<file path="config.mk">
export PLATFORM = sky130hd
export DESIGN_NAME = tsw_top
export DESIGN_NICKNAME = d
export VERILOG_FILES = /design/src/verilog/tsw_pkg.sv /design/src/verilog/tsw_reg_if.sv /design/src/verilog/tsw_downcnt.sv /design/src/verilog/tsw_wb_slave.sv /design/src/verilog/tsw_top.sv
export SDC_FILE = /design/constraint.sdc
export NUM_CORES = 1
export LEC_CHECK = 0
export BUFFER_PORTS_ARGS = -buffer_cell sky130_fd_sc_hd__buf_4
export CELL_PAD_IN_SITES_DETAIL_PLACEMENT = 0
export CELL_PAD_IN_SITES_GLOBAL_PLACEMENT = 1
export CORE_MARGIN = 2
export CORE_UTILIZATION = 39
export CTS_BUF_LIST = sky130_fd_sc_hd__clkbuf_2
export CTS_CLUSTER_SIZE = 28
export DETAILED_ROUTE_END_ITERATION = 7
export PLACE_DENSITY_LB_ADDON = 0.05
export SLEW_MARGIN = 10
export SYNTH_ARGS = -nofsm -noshare
export SYNTH_HDL_FRONTEND = slang
export SYNTH_SLANG_ARGS = --single-unit
</file>
<file path="constraint.sdc">
create_clock -name clk_i -period 3.6 [get_ports clk_i]
set_clock_uncertainty 0.15 [all_clocks]
set_input_delay 0.18 -clock clk_i [delete_from_list [all_inputs] [get_ports clk_i]]
set_output_delay 0.18 -clock clk_i [all_outputs]
set_load 0.01 [all_outputs]
</file>
<file path="src/verilog/tsw_pkg.sv">
// constants, field layout and types shared by the two-stage watchdog files
`default_nettype none

package tsw_pkg;

    // ------------------------------------------------------------------
    // timing
    // ------------------------------------------------------------------
    localparam int unsigned CLK_HZ     = 25_000_000;
    localparam int unsigned QUARTER_MS = 250;
    localparam int unsigned QTR_CYCLES = CLK_HZ / 1000 * QUARTER_MS;
    localparam int          PRE_W      = 23;
    localparam int          PER_W      = 11;

    // ------------------------------------------------------------------
    // register map: index, byte address is index times four
    // ------------------------------------------------------------------
    localparam int          ADR_LSB    = 2;
    localparam logic [7:0]  IDX_CTRL   = 8'h79;
    localparam logic [7:0]  IDX_STAT   = 8'h7a;
    localparam logic [7:0]  IDX_MASK   = 8'h7b;

    // control register fields
    localparam int          CTL_SEL_LSB = 0;
    localparam int          CTL_SEL_MSB = 2;
    localparam int          CTL_S1EN    = 3;
    localparam int          CTL_S1INIT  = 4;
    localparam int          CTL_RSTEN   = 5;
    localparam int          CTL_CAUSEEN = 6;
    localparam int          CTL_CAUSE   = 7;
    localparam logic [7:0]  CTRL_RST    = 8'h00;

    // interrupt status and mask fields
    localparam int          IRQ_W       = 2;
    localparam int          IRQ_S1      = 0;
    localparam int          IRQ_RST     = 1;
    localparam logic [1:0]  IRQ_RSTVAL  = 2'h0;

    typedef enum logic [1:0]
    {
        ST_IDLE   = 2'b00,
        ST_ARMED  = 2'b01,
        ST_STAGE1 = 2'b10,
        ST_RESET  = 2'b11
    } tsw_state_t;

    typedef enum logic [1:0]
    {
        RS_NONE = 2'b00,
        RS_CTRL = 2'b01,
        RS_STAT = 2'b10,
        RS_MASK = 2'b11
    } tsw_rsel_t;

    // last value of the quarter-second count for each period code:
    // 0.25, 0.5, 1, 2, 8, 32, 128, 256 seconds
    function automatic logic [PER_W-1:0] tsw_period_last(input logic [2:0] sel);
        logic [PER_W-1:0] v;
        v = 11'h000;
        unique case (sel)
            3'h0: v = 11'h000;
            3'h1: v = 11'h001;
            3'h2: v = 11'h003;
            3'h3: v = 11'h007;
            3'h4: v = 11'h01f;
            3'h5: v = 11'h07f;
            3'h6: v = 11'h1ff;
            3'h7: v = 11'h3ff;
        endcase
        return v;
    endfunction

endpackage

`default_nettype wire

</file>
<file path="src/verilog/tsw_reg_if.sv">
// register access path between the bus slave and the watchdog core
`default_nettype none

interface tsw_reg_if;
    import tsw_pkg::*;

    logic       wr;     // write strobe, one cycle at the acknowledging edge
    logic       rd;     // read strobe, one cycle at the acknowledging edge
    tsw_rsel_t  rsel;   // decoded register
    logic [7:0] wdata;  // write byte
    logic [7:0] rdata;  // read byte from the core
    logic [7:0] rcap;   // byte already handed to the master

    modport bus  (output wr, rd, rsel, wdata, rcap, input rdata);
    modport core (input wr, rd, rsel, wdata, rcap, output rdata);
endinterface

`default_nettype wire

</file>
<file path="src/verilog/tsw_downcnt.sv">
// reloading down counter used for the prescaler and the period count
`default_nettype none

module tsw_downcnt #(
    parameter int W = 8
) (
    input  wire logic         clk_i,   // clock
    input  wire logic         rst_i,   // async power-up reset
    input  wire logic         ce_i,    // clock enable
    input  wire logic         load_i,  // restart from val_i
    input  wire logic [W-1:0] val_i,   // reload value
    input  wire logic         en_i,    // count step
    output logic      [W-1:0] cnt_o,   // current count
    output logic              done_o   // step taken at zero
);
    logic [W-1:0] cnt_ff;
    logic [W-1:0] nxt_cnt;

    assign done_o = ce_i & en_i & ~load_i & (cnt_ff == '0);
    assign cnt_o  = cnt_ff;

    always_comb
    begin
        nxt_cnt = cnt_ff;
        if (load_i)
            nxt_cnt = val_i;
        else if (en_i)
            nxt_cnt = (cnt_ff == '0) ? val_i : cnt_ff - 1'b1;
    end

    always_ff @(posedge clk_i or posedge rst_i)
    begin
        if (rst_i)
            cnt_ff <= '0;
        else if (ce_i)
            cnt_ff <= nxt_cnt;
    end
endmodule

`default_nettype wire

</file>
<file path="src/verilog/tsw_wb_slave.sv">
// classic wishbone slave for the watchdog register bytes
`default_nettype none

module tsw_wb_slave
    import tsw_pkg::*;
(
    input  wire logic        clk_i,  // clock
    input  wire logic        rst_i,  // async power-up reset
    input  wire logic        ce_i,   // clock enable
    input  wire logic        cyc_i,  // bus cycle
    input  wire logic        stb_i,  // strobe
    input  wire logic        we_i,   // write
    input  wire logic [31:0] adr_i,  // byte address
    input  wire logic [3:0]  sel_i,  // byte enables
    input  wire logic [31:0] dat_i,  // write data
    output logic      [31:0] dat_o,  // read data
    output logic             ack_o,  // acknowledge
    tsw_reg_if.bus           regs    // core side
);
    // ------------------------------------------------------------------
    // decode
    // ------------------------------------------------------------------
    logic        ack_ff;
    logic [31:0] dat_ff;
    wire         req      = cyc_i & stb_i;
    wire  [29:0] word     = adr_i[31:ADR_LSB];
    wire         hit_ctrl = (word == 30'(IDX_CTRL));
    wire         hit_stat = (word == 30'(IDX_STAT));
    wire         hit_mask = (word == 30'(IDX_MASK));

    assign regs.rsel  = hit_ctrl ? RS_CTRL : hit_stat ? RS_STAT : hit_mask ? RS_MASK : RS_NONE;
    // strobes fire at the edge where the master samples ack
    assign regs.wr    = ce_i & req & we_i & ack_ff & sel_i[0];
    assign regs.rd    = ce_i & req & ~we_i & ack_ff;
    assign regs.wdata = dat_i[7:0];
    assign regs.rcap  = dat_ff[7:0];
    assign dat_o      = dat_ff;
    assign ack_o      = ack_ff;

    // ------------------------------------------------------------------
    // answer one cycle after the request, unmapped reads return zero
    // ------------------------------------------------------------------
    always_ff @(posedge clk_i or posedge rst_i)
    begin
        if (rst_i)
        begin
            ack_ff <= 1'b0;
            dat_ff <= 32'h00000000;
        end
        else if (ce_i)
        begin
            ack_ff <= req & ~ack_ff;
            if (req & ~ack_ff & ~we_i)
                dat_ff <= 32'(regs.rdata);
        end
    end
endmodule

`default_nettype wire

</file>
<file path="src/verilog/tsw_top.sv">
// two-stage watchdog: control byte, period timing, stage sequencing, interrupts
//
// Decided for this implementation: the Wishbone slave port and the placing of the registers.
`default_nettype none

module tsw_top
    import tsw_pkg::*;
#(
    parameter int unsigned QTR_CYC = QTR_CYCLES
) (
    input  wire logic        clk_i,        // 25 MHz clock
    input  wire logic        rst_i,        // async power-up reset, high
    input  wire logic        ce_i,         // clock enable, freezes all state
    input  wire logic        wb_cyc_i,     // wishbone cycle
    input  wire logic        wb_stb_i,     // wishbone strobe
    input  wire logic        wb_we_i,      // wishbone write
    input  wire logic [31:0] wb_adr_i,     // wishbone byte address
    input  wire logic [3:0]  wb_sel_i,     // wishbone byte enables
    input  wire logic [31:0] wb_dat_i,     // wishbone write data
    output logic      [31:0] wb_dat_o,     // wishbone read data
    output logic             wb_ack_o,     // wishbone acknowledge
    input  wire logic        board_rst_i,  // board reset in progress, sync
    output logic             nmi_o,        // first stage nmi
    output logic             cpu_init_o,   // first stage cpu init
    output logic             rst_req_o,    // board reset request
    output logic             irq_o         // level interrupt
);
    // ------------------------------------------------------------------
    // bus slave
    // ------------------------------------------------------------------
    tsw_reg_if regs ();

    tsw_wb_slave u_slave (
        .clk_i (clk_i),
        .rst_i (rst_i),
        .ce_i  (ce_i),
        .cyc_i (wb_cyc_i),
        .stb_i (wb_stb_i),
        .we_i  (wb_we_i),
        .adr_i (wb_adr_i),
        .sel_i (wb_sel_i),
        .dat_i (wb_dat_i),
        .dat_o (wb_dat_o),
        .ack_o (wb_ack_o),
        .regs  (regs)
    );

    // ------------------------------------------------------------------
    // registers and decode
    // ------------------------------------------------------------------
    logic [7:0]       ctrl_ff;
    logic [IRQ_W-1:0] stat_ff;
    logic [IRQ_W-1:0] mask_ff;
    tsw_state_t       state_ff;
    logic             nmi_ff;
    logic             init_ff;
    logic             rstreq_ff;
    logic             irq_ff;

    logic [7:0]       nxt_ctrl;
    logic [IRQ_W-1:0] nxt_stat;
    logic [IRQ_W-1:0] nxt_mask;
    tsw_state_t       nxt_state;

    wire ctrl_wr = regs.wr & (regs.rsel == RS_CTRL);
    wire stat_rd = regs.rd & (regs.rsel == RS_STAT);
    wire mask_wr = regs.wr & (regs.rsel == RS_MASK);
    wire strobe  = ctrl_wr;

    // low control bits apart from the cause flag, so the flag's set path does not loop back
    wire [CTL_CAUSEEN:0] nxt_low = ctrl_wr ? regs.wdata[CTL_CAUSEEN:0] : ctrl_ff[CTL_CAUSEEN:0];
    wire n_s1en   = nxt_low[CTL_S1EN];
    wire n_rsten  = nxt_low[CTL_RSTEN];
    wire n_s1init = nxt_low[CTL_S1INIT];
    wire run      = n_s1en | n_rsten;

    wire counting = (state_ff == ST_ARMED) | (state_ff == ST_STAGE1);
    wire ev_s1    = (state_ff != ST_STAGE1) & (nxt_state == ST_STAGE1);
    wire ev_rst   = (state_ff != ST_RESET) & (nxt_state == ST_RESET);
    wire cause_w1 = ctrl_wr & regs.wdata[CTL_CAUSE];
    wire cause_st = ev_rst & ctrl_ff[CTL_CAUSEEN];

    assign regs.rdata = (regs.rsel == RS_CTRL) ? ctrl_ff :
                        (regs.rsel == RS_STAT) ? 8'(stat_ff) :
                        (regs.rsel == RS_MASK) ? 8'(mask_ff) : 8'h00;

    // cause flag: hardware set wins over a write-one clear
    assign nxt_ctrl = {(ctrl_ff[CTL_CAUSE] & ~cause_w1) | cause_st, nxt_low};
    // only bits already handed to the reader are cleared, new events survive
    assign nxt_stat = (stat_ff & ~(stat_rd ? regs.rcap[IRQ_W-1:0] : IRQ_RSTVAL))
                    | {ev_rst, ev_s1};
    assign nxt_mask = mask_wr ? regs.wdata[IRQ_W-1:0] : mask_ff;

    // ------------------------------------------------------------------
    // timebase: quarter-second prescaler and period count
    // ------------------------------------------------------------------
    logic [PRE_W-1:0] pre_cnt;
    logic [PER_W-1:0] per_cnt;
    logic             tick;
    logic             expire;
    wire  [PER_W-1:0] per_last = tsw_period_last(nxt_low[CTL_SEL_MSB:CTL_SEL_LSB]);
    wire  [PRE_W-1:0] pre_last = PRE_W'(QTR_CYC - 1);
    // a strobe, a board reset, an idle watchdog or a pending reset request keep both counters at full
    wire              restart  = strobe | board_rst_i | (state_ff == ST_IDLE) | (state_ff == ST_RESET);

    tsw_downcnt #(.W(PRE_W)) u_pre (
        .clk_i  (clk_i),
        .rst_i  (rst_i),
        .ce_i   (ce_i),
        .load_i (restart),
        .val_i  (pre_last),
        .en_i   (counting),
        .cnt_o  (pre_cnt),
        .done_o (tick)
    );

    tsw_downcnt #(.W(PER_W)) u_per (
        .clk_i  (clk_i),
        .rst_i  (rst_i),
        .ce_i   (ce_i),
        .load_i (restart),
        .val_i  (per_last),
        .en_i   (tick),
        .cnt_o  (per_cnt),
        .done_o (expire)
    );

    // ------------------------------------------------------------------
    // stage sequencing
    // ------------------------------------------------------------------
    always_comb
    begin
        nxt_state = state_ff;
        unique case (state_ff)
            ST_IDLE:
                nxt_state = ST_ARMED;
            ST_ARMED:
                if (strobe)
                    nxt_state = ST_ARMED;
                else if (expire)
                    nxt_state = n_s1en ? ST_STAGE1 : ST_RESET;
            ST_STAGE1:
                if (strobe)
                    nxt_state = ST_ARMED;
                else if (expire && n_rsten)
                    nxt_state = ST_RESET;
            ST_RESET:
                // a late strobe that leaves a stage enabled cannot withdraw a request already made
                if (board_rst_i)
                    nxt_state = ST_ARMED;
        endcase
        if (!run)
            nxt_state = ST_IDLE;
    end

    // ------------------------------------------------------------------
    // flip-flops; board reset leaves the control byte alone
    // ------------------------------------------------------------------
    always_ff @(posedge clk_i or posedge rst_i)
    begin
        if (rst_i)
        begin
            ctrl_ff  <= CTRL_RST;
            stat_ff  <= IRQ_RSTVAL;
            mask_ff  <= IRQ_RSTVAL;
            state_ff <= ST_IDLE;
        end
        else if (ce_i)
        begin
            ctrl_ff  <= nxt_ctrl;
            stat_ff  <= nxt_stat;
            mask_ff  <= nxt_mask;
            state_ff <= nxt_state;
        end
    end

    always_ff @(posedge clk_i or posedge rst_i)
    begin
        if (rst_i)
        begin
            nmi_ff    <= 1'b0;
            init_ff   <= 1'b0;
            rstreq_ff <= 1'b0;
            irq_ff    <= 1'b0;
        end
        else if (ce_i)
        begin
            nmi_ff    <= (nxt_state == ST_STAGE1) & ~n_s1init;
            init_ff   <= (nxt_state == ST_STAGE1) & n_s1init;
            rstreq_ff <= (nxt_state == ST_RESET);
            irq_ff    <= |(nxt_stat & nxt_mask);
        end
    end

    assign nmi_o      = nmi_ff;
    assign cpu_init_o = init_ff;
    assign rst_req_o  = rstreq_ff;
    assign irq_o      = irq_ff;
endmodule

`default_nettype wire

</file>
After elaboration in Yosys (flattened, before gate mapping)

Memory sizes are Yosys's and may differ from the RTL's.
Cells that the tools add are included.

Register bits: 61
Latch bits: 0
RAM bits: 0
Bits in read-only memories: 80
Input port bits: 75
Output and inout bits: 37
Word-level logic and storage cells: 103
Memories kept: 1

Memories:

| name            | depth | bits a word | rd ports | clocked after Yosys merged registers in | write ports | RTL line      | text |
|---|---|---|---|---|---|---|---|
| (no name shown) | 8     | 10          | 1        | 0                                       | 0           | tsw_pkg.sv:60 | `unique case (sel)` |

Add/sub/neg operators: 2
Multiply operators: 0
Div/mod/pow operators: 0
$lt $le $gt $ge: 0
Eq/ne operators: 13
Shift operators: 0
Muxes and demuxes: 23
Bitwise operators: 40
Reductions and logical operators: 11

Operator list:

| operator                                            | number |
|---|---|
| == test 30 x 7 -> 1 bit (second input constant)     | 3 |
| two-way mux 23 bit                                  | 3 |
| two-way mux 11 bit                                  | 3 |
| two-way mux 2 bit                                   | 13 |
| AND 1 bit                                           | 25 |
| zero test 23 bit                                    | 1 |
| subtractor 23 x 1 -> 23 bit (second input constant) | 1 |
| == test 2 bit (second input constant)               | 6 |
| zero test 11 bit                                    | 1 |
| subtractor 11 x 1 -> 11 bit (second input constant) | 1 |
| two-way mux 8 bit                                   | 1 |
| case mux 2 bit (4 select lines)                     | 1 |
| AND reduction 2 bit                                 | 4 |
| two-way mux 6 bit                                   | 1 |
| bitwise OR 1 bit                                    | 6 |
| inverter 1 bit                                      | 5 |
| AND 2 bit                                           | 2 |
| == test 2 x 1 -> 1 bit (second input constant)      | 2 |
| inequality test 2 bit (second input constant)       | 2 |
| nonzero test 2 bit                                  | 2 |
| zero test 2 bit                                     | 1 |
| inverter 2 bit                                      | 1 |
| bitwise OR 2 bit                                    | 1 |
| OR reduction 2 bit                                  | 1 |
| 2 further kinds                                     | 2 |

Longest topological paths before layout

Word-level depth: 25
Depth in mapped cells: 12
Mapped depth without buffers: 10

Hierarchy

From an unflattened synthesis, not the netlist that was laid out.

Cells, all modules: 484
Area total of the unflattened synthesis: 4344.2 µm²

By module, submodules not included:

| module               | instances | cells each | area each (µm²) | seq. area each (µm²) |
|---|---|---|---|---|
| tsw_downcnt at u_pre | 1         | 192        | 1591.5          | 575.6 |
| tsw_top              | 1         | 127        | 1171.1          | 450.4 |
| tsw_downcnt at u_per | 1         | 86         | 824.5           | 275.3 |
| tsw_wb_slave         | 1         | 79         | 757.0           | 225.2 |

Least setup slack after synthesis

No wires, ideal clock.

Path kind: register to register
Start: register u_per.cnt_ff[0] (netlist: u_per.cnt_o[0])
End: register u_per.cnt_ff[7] (netlist: u_per.cnt_o[7])
Library setup time: 0.135 ns
Arrival time: 2.247 ns
Required time: 3.315 ns
Slack: 1.068 ns
Stages on the path, launching flop included: 12
Buffers on the path: 2
Clock period less this slack: 2.532 ns
Path through: dfrtp_1 inv_1 ha_1 nor3b_1 nand2_1 nor3_1 or4_1 clkbuf_1 clkbuf_1 nor2_1 o21ai_0 o21ai_0

Cells in the longest elaborated chain, start to end: 4
Elaborated cells between the ends (all ways): 5
Those cells by class: 1 x add/sub; 3 x mux; 1 x reduce/logical

RTL lines:

| item                                                            | RTL line          | text |
|---|---|---|
| start: declaration                                              | tsw_downcnt.sv:16 | `logic [W-1:0] cnt_ff;` |
| start signal: assignment                                        | tsw_downcnt.sv:36 | `cnt_ff <= nxt_cnt;` |
| subtractor 11 x 1 -> 11 bit or zero test 11 bit (tied branches) | tsw_downcnt.sv:28 | `nxt_cnt = (cnt_ff == '0) ? val_i : cnt_ff - 1'b1;` |
| two-way mux 11 bit (*)                                          | tsw_downcnt.sv:28 |  |
| two-way mux 11 bit (*)                                          | tsw_downcnt.sv:27 | `else if (en_i)` |
| two-way mux 11 bit (*)                                          | tsw_downcnt.sv:25 | `if (load_i)` |

Every way passes the cells marked *; elsewhere a longest branch is shown, timed or not. The select of a mux whose other input is x is not followed.
A chain may end at the register's enable or synchronous reset.

Worst setup path after layout

Start: register u_pre.cnt_ff[0] (netlist: u_pre.cnt_o[0])
End: register ctrl_ff[7]

Cells in the longest elaborated chain, start to end: 14
Elaborated cells between the ends (all ways): 16
Those cells by class: 1 x eq/ne; 6 x mux; 7 x bitwise; 2 x reduce/logical

RTL lines:

| item                                | RTL line          | text |
|---|---|---|
| start: declaration                  | tsw_downcnt.sv:16 |  |
| start signal: assignment            | tsw_downcnt.sv:36 |  |
| zero test 23 bit (*)                | tsw_downcnt.sv:19 | `assign done_o = ce_i & en_i & ~load_i & (cnt_ff == '0);` |
| AND 1 bit (*) (4 in a row)          | tsw_downcnt.sv:19 |  |
| logical AND 1 bit                   | tsw_top.sv:145    | `else if (expire && n_rsten)` |
| two-way mux 2 bit                   | tsw_top.sv:145    |  |
| two-way mux 2 bit                   | tsw_top.sv:143    | `if (strobe)` |
| case mux 2 bit (4 select lines) (*) | tsw_top.sv:134    | `unique case (state_ff)` |
| two-way mux 2 bit (*)               | tsw_top.sv:152    | `if (!run)` |
| == test 2 bit (*)                   | tsw_top.sv:79     | `wire ev_rst = (state_ff != ST_RESET) & (nxt_state == ST_RESET);` |
| AND 1 bit (*)                       | tsw_top.sv:79     |  |
| AND 1 bit (*)                       | tsw_top.sv:81     | `wire cause_st = ev_rst & ctrl_ff[CTL_CAUSEEN];` |
| bitwise OR 1 bit (*)                | tsw_top.sv:88     | `assign nxt_ctrl = {(ctrl_ff[CTL_CAUSE] & ~cause_w1) \| cause_st, nxt_low};` |
| end signal: assignment              | tsw_top.sv:170    | `ctrl_ff <= nxt_ctrl;` |
| end: declaration                    | tsw_top.sv:51     | `logic [7:0] ctrl_ff;` |

Every way passes the cells marked *; elsewhere a longest branch is shown, timed or not.

==> flow_summary.toml <==
[outcome]
status = "finished, final reports clean"

[power]
p_per_area_nw_per_um2 = 308
peakVddDrop_v = 0.000182
p_leak_nw = 2.02

[worst_setup_path]
timing.rr.end = "ctrl_ff[7]"
crit_path_max_fanout = 6
path_depth = 10
crit_required_ns = 3.89
cp.arrival_ns = 3.59
path_delay_family = "simple AND/OR/NAND/NOR gates"
rr_worst_depth = 10
r2r-start = "u_pre.cnt_o[0]"
setup.worst_path.start = "u_pre.cnt_o[0]"
critPathBufInv = 2
start_kind = "flip-flop"
endpoint = "ctrl_ff[7]"
max_stage_delay_ns = 0.54
reg2reg_slack_ns = 0.29
crit_slowest_cell = "dlygate4sd3_1"
cp-end-kind = "flip-flop"
critPathKind = "reg -> reg"
crit_chain = "inv_1 -> ha_1 -> nor4b_1 -> nand2_1 -> nor4_2 -> a221oi_1 -> nor2_1 -> nor3_1 -> a32o_1 -> dlygate4sd3_1"

[logic_synthesis]
async_flop_share = 1.00
ys_warn_count = 0
synth_ff_type = "dfrtp_1"
yosysSeqAreaShare = 0.416
synth_area_um2 = 3670
syn_avg_cell_area_um2 = 8.39
synth-edff-count = 0
synthCells = 437
synth_seq_cells = 61
synth.distinct_cells = 58

[timing]
fmax_ghz = 0.303
tns_ns = 0
relSlewSlack = 0.391
fin_crit_ns = 3.31
fin_crit_sh = 0.918
rsz0062_at_grt = "no"
setup_viol = 0
finalHoldViolCount = 0
worst_pin_slew_ns = 0.913
final_max_slew_viol_count = 0

[layout]
drive_gt1_frac = 0.186
fillers = 938
final_cell_mix = "64 x buf_4, 60 x dfrtp_1, 55 x nor2_1, 55 x nand2_1, 42 x o21ai_0"
post-route-util = 0.487
diodes = 0
area_delta_synth_final_pct = 22.1
final_common_cell = "buf_4"
fin_nets = 599

[global_route]
grt_overflow_total = 0
grt_max_degree = 44
grt_pass1_wl_um = 15100
grt_pass1_vias = 3210
antenna_found_initial = 0
grtUsageTotal = 0.187

[detailed_routing]
drtIter0Drc = 131
routed_wl_um = 9120
drc_errors = 0
drt_pre_antenna_iters = 4
vias = 3329
vias_per_cell = 5.26
wl_per_cell_um = 14.4
detail-route-antenna-nets = 0

[cts]
clkSlewWorstSetupHoldPaths_ns = 0.21
clk_path_buf_depth = 2
cts_tree = "yes"
cts_buffers = 9
cts-root-buf = "clkbuf_2"
cts.htree.levels = 3
cts.sinks = 61
clkLatencyLatePin_ns = 0.52

[floorplanning]
start_util = 0.399
die_h_um = 101
rows = 35
die_w_um = 101
ios = 112
die-area_um2 = 10200
core_area_um2 = 9200

[placement]
gp_congestion = 0.844
hpwl_um = 6490
io_buffers = 58

[worst_hold_path]
min_path_type = "in -> reg"

[flow_run]
cap_violations = 0
-- worst register-to-register path, cell delays in order, from the launching register on --
cell           delay (ns)
dfrtp_1              0.46
inv_1                0.10
ha_1                 0.14
nor4b_1              0.37
nand2_1              0.12
nor4_2               0.40
a221oi_1             0.15
nor2_1               0.37
nor3_1               0.16
a32o_1               0.28
dlygate4sd3_1        0.54
-- timing repair --
action / 4_1_cts / 5_1_grt
gates resized for setup: 0 / 2
buffers inserted: 0 / 0
setup endpoints to repair: 0 / 1
endpoints found under the hold margin: 70 / 0
hold buffers: 20 / 0
-- where the power goes --
part           internal (mW)  leakage, nW  switching, mW
Sequential             0.704        0.762         0.0200
Clock                  0.226       0.0793          0.277
Combinational         0.0755         1.18         0.0777
Total                   1.01         2.02          0.374
-- metal layers --
layer  global-route usage  up-vias  share of wire
met5                    0        -              0
met4               0.0717        0          0.019
met3               0.0298       12          0.038
met2                0.317       84           0.47
met1                0.239     1557           0.47
li1                     -     1676              -
-- state kept, by name, summed over array words and instances, names as in the netlist, 2 cells and up --
name and flops:
state_ff 2, u_pre.cnt_o 23, stat_ff 2, ctrl_ff 8
mask_ff 2, u_slave.dat_o 8, u_per.cnt_o 11
-- cells in the mapped netlist, types with 5 or more instances --
cell type | number | area (um^2)
or3_1 | 7 | 43.8
nand3_1 | 13 | 65.1
nor3_1 | 19 | 95.1
nor4_1 | 10 | 62.6
nor2_1 | 55 | 206
a21oi_1 | 21 | 105
buf_4 | 24 | 180
a31oi_1 | 6 | 37.5
buf_2 | 6 | 30.0
nand2_1 | 55 | 206
o21ai_0 | 42 | 210
and3_1 | 5 | 31.3
nand2b_1 | 6 | 37.5
o31ai_1 | 6 | 45.0
ha_1 | 7 | 87.6
o21ai_1 | 5 | 25.0
clkbuf_1 | 7 | 26.3
dfrtp_1 | 61 | 1530
inv_1 | 17 | 63.8
mux2_2 | 5 | 56.3
-- cells by family (layout without fill, tap and decap cells) --
logic type      Yosys count  after routing  share of synthesized area
compound gates          104            104                      0.172
xor+xnor                  1              1                    0.00239
fa+ha+maj                 7              7                     0.0239
buf+inv                  55            117                     0.0832
flops                    61             61                      0.416
mux                       9              9                     0.0263
other cells               1             24                    0.00102
simple gates            199            199                      0.275
-- cell type report --
type                       instances  area (um^2)  share of cell area
clock buffer                       9         45.0              0.0101
clock inverter                     7         90.1              0.0201
inverter                          17         63.8              0.0143
multi-input combinational        344         1930               0.431
sequential                        61         1530               0.341
tap                              111          139              0.0310
timing repair buffer              84          681               0.152
-- how the worst min path moves through the flow --
| stage | startpoint | to | slack, ns | cells past startpoint |
|---|---|---|---|---|
| after floorplan | wb_dat_i[6] | ctrl_ff[6] | 0.14 | 2 |
| after global placement | wb_dat_i[6] | ctrl_ff[6] | 0.23 | 3 |
| after detailed placement | wb_dat_i[6] | ctrl_ff[6] | 0.25 | 3 |
| after CTS | wb_adr_i[3] | ctrl_ff[5] | 0.002 | 5 |
| after global routing | wb_adr_i[25] | u_slave.dat_o[4] | 0.04 | 6 |
| final | wb_adr_i[3] | ctrl_ff[5] | 0.02 | 5 |
-- per-stage QoR --
stage          worst slack [ns]  instance area, um^2  power, mW  instances  hold WS [ns]
3_5_place_dp              0.581                 4130      0.877        597         0.253
6_report                  0.294                 4480       1.38        633        0.0213
5_1_grt                 0.00143                 4480       1.44        633        0.0387
3_3_place_gp              0.565                 4130      0.875        597         0.232
4_1_cts                   0.184                 4470       1.39        633       0.00202
2_1_floorplan              1.07                 3750      0.823        460         0.143
Note: power is estimated with default switching activity, not from simulation.
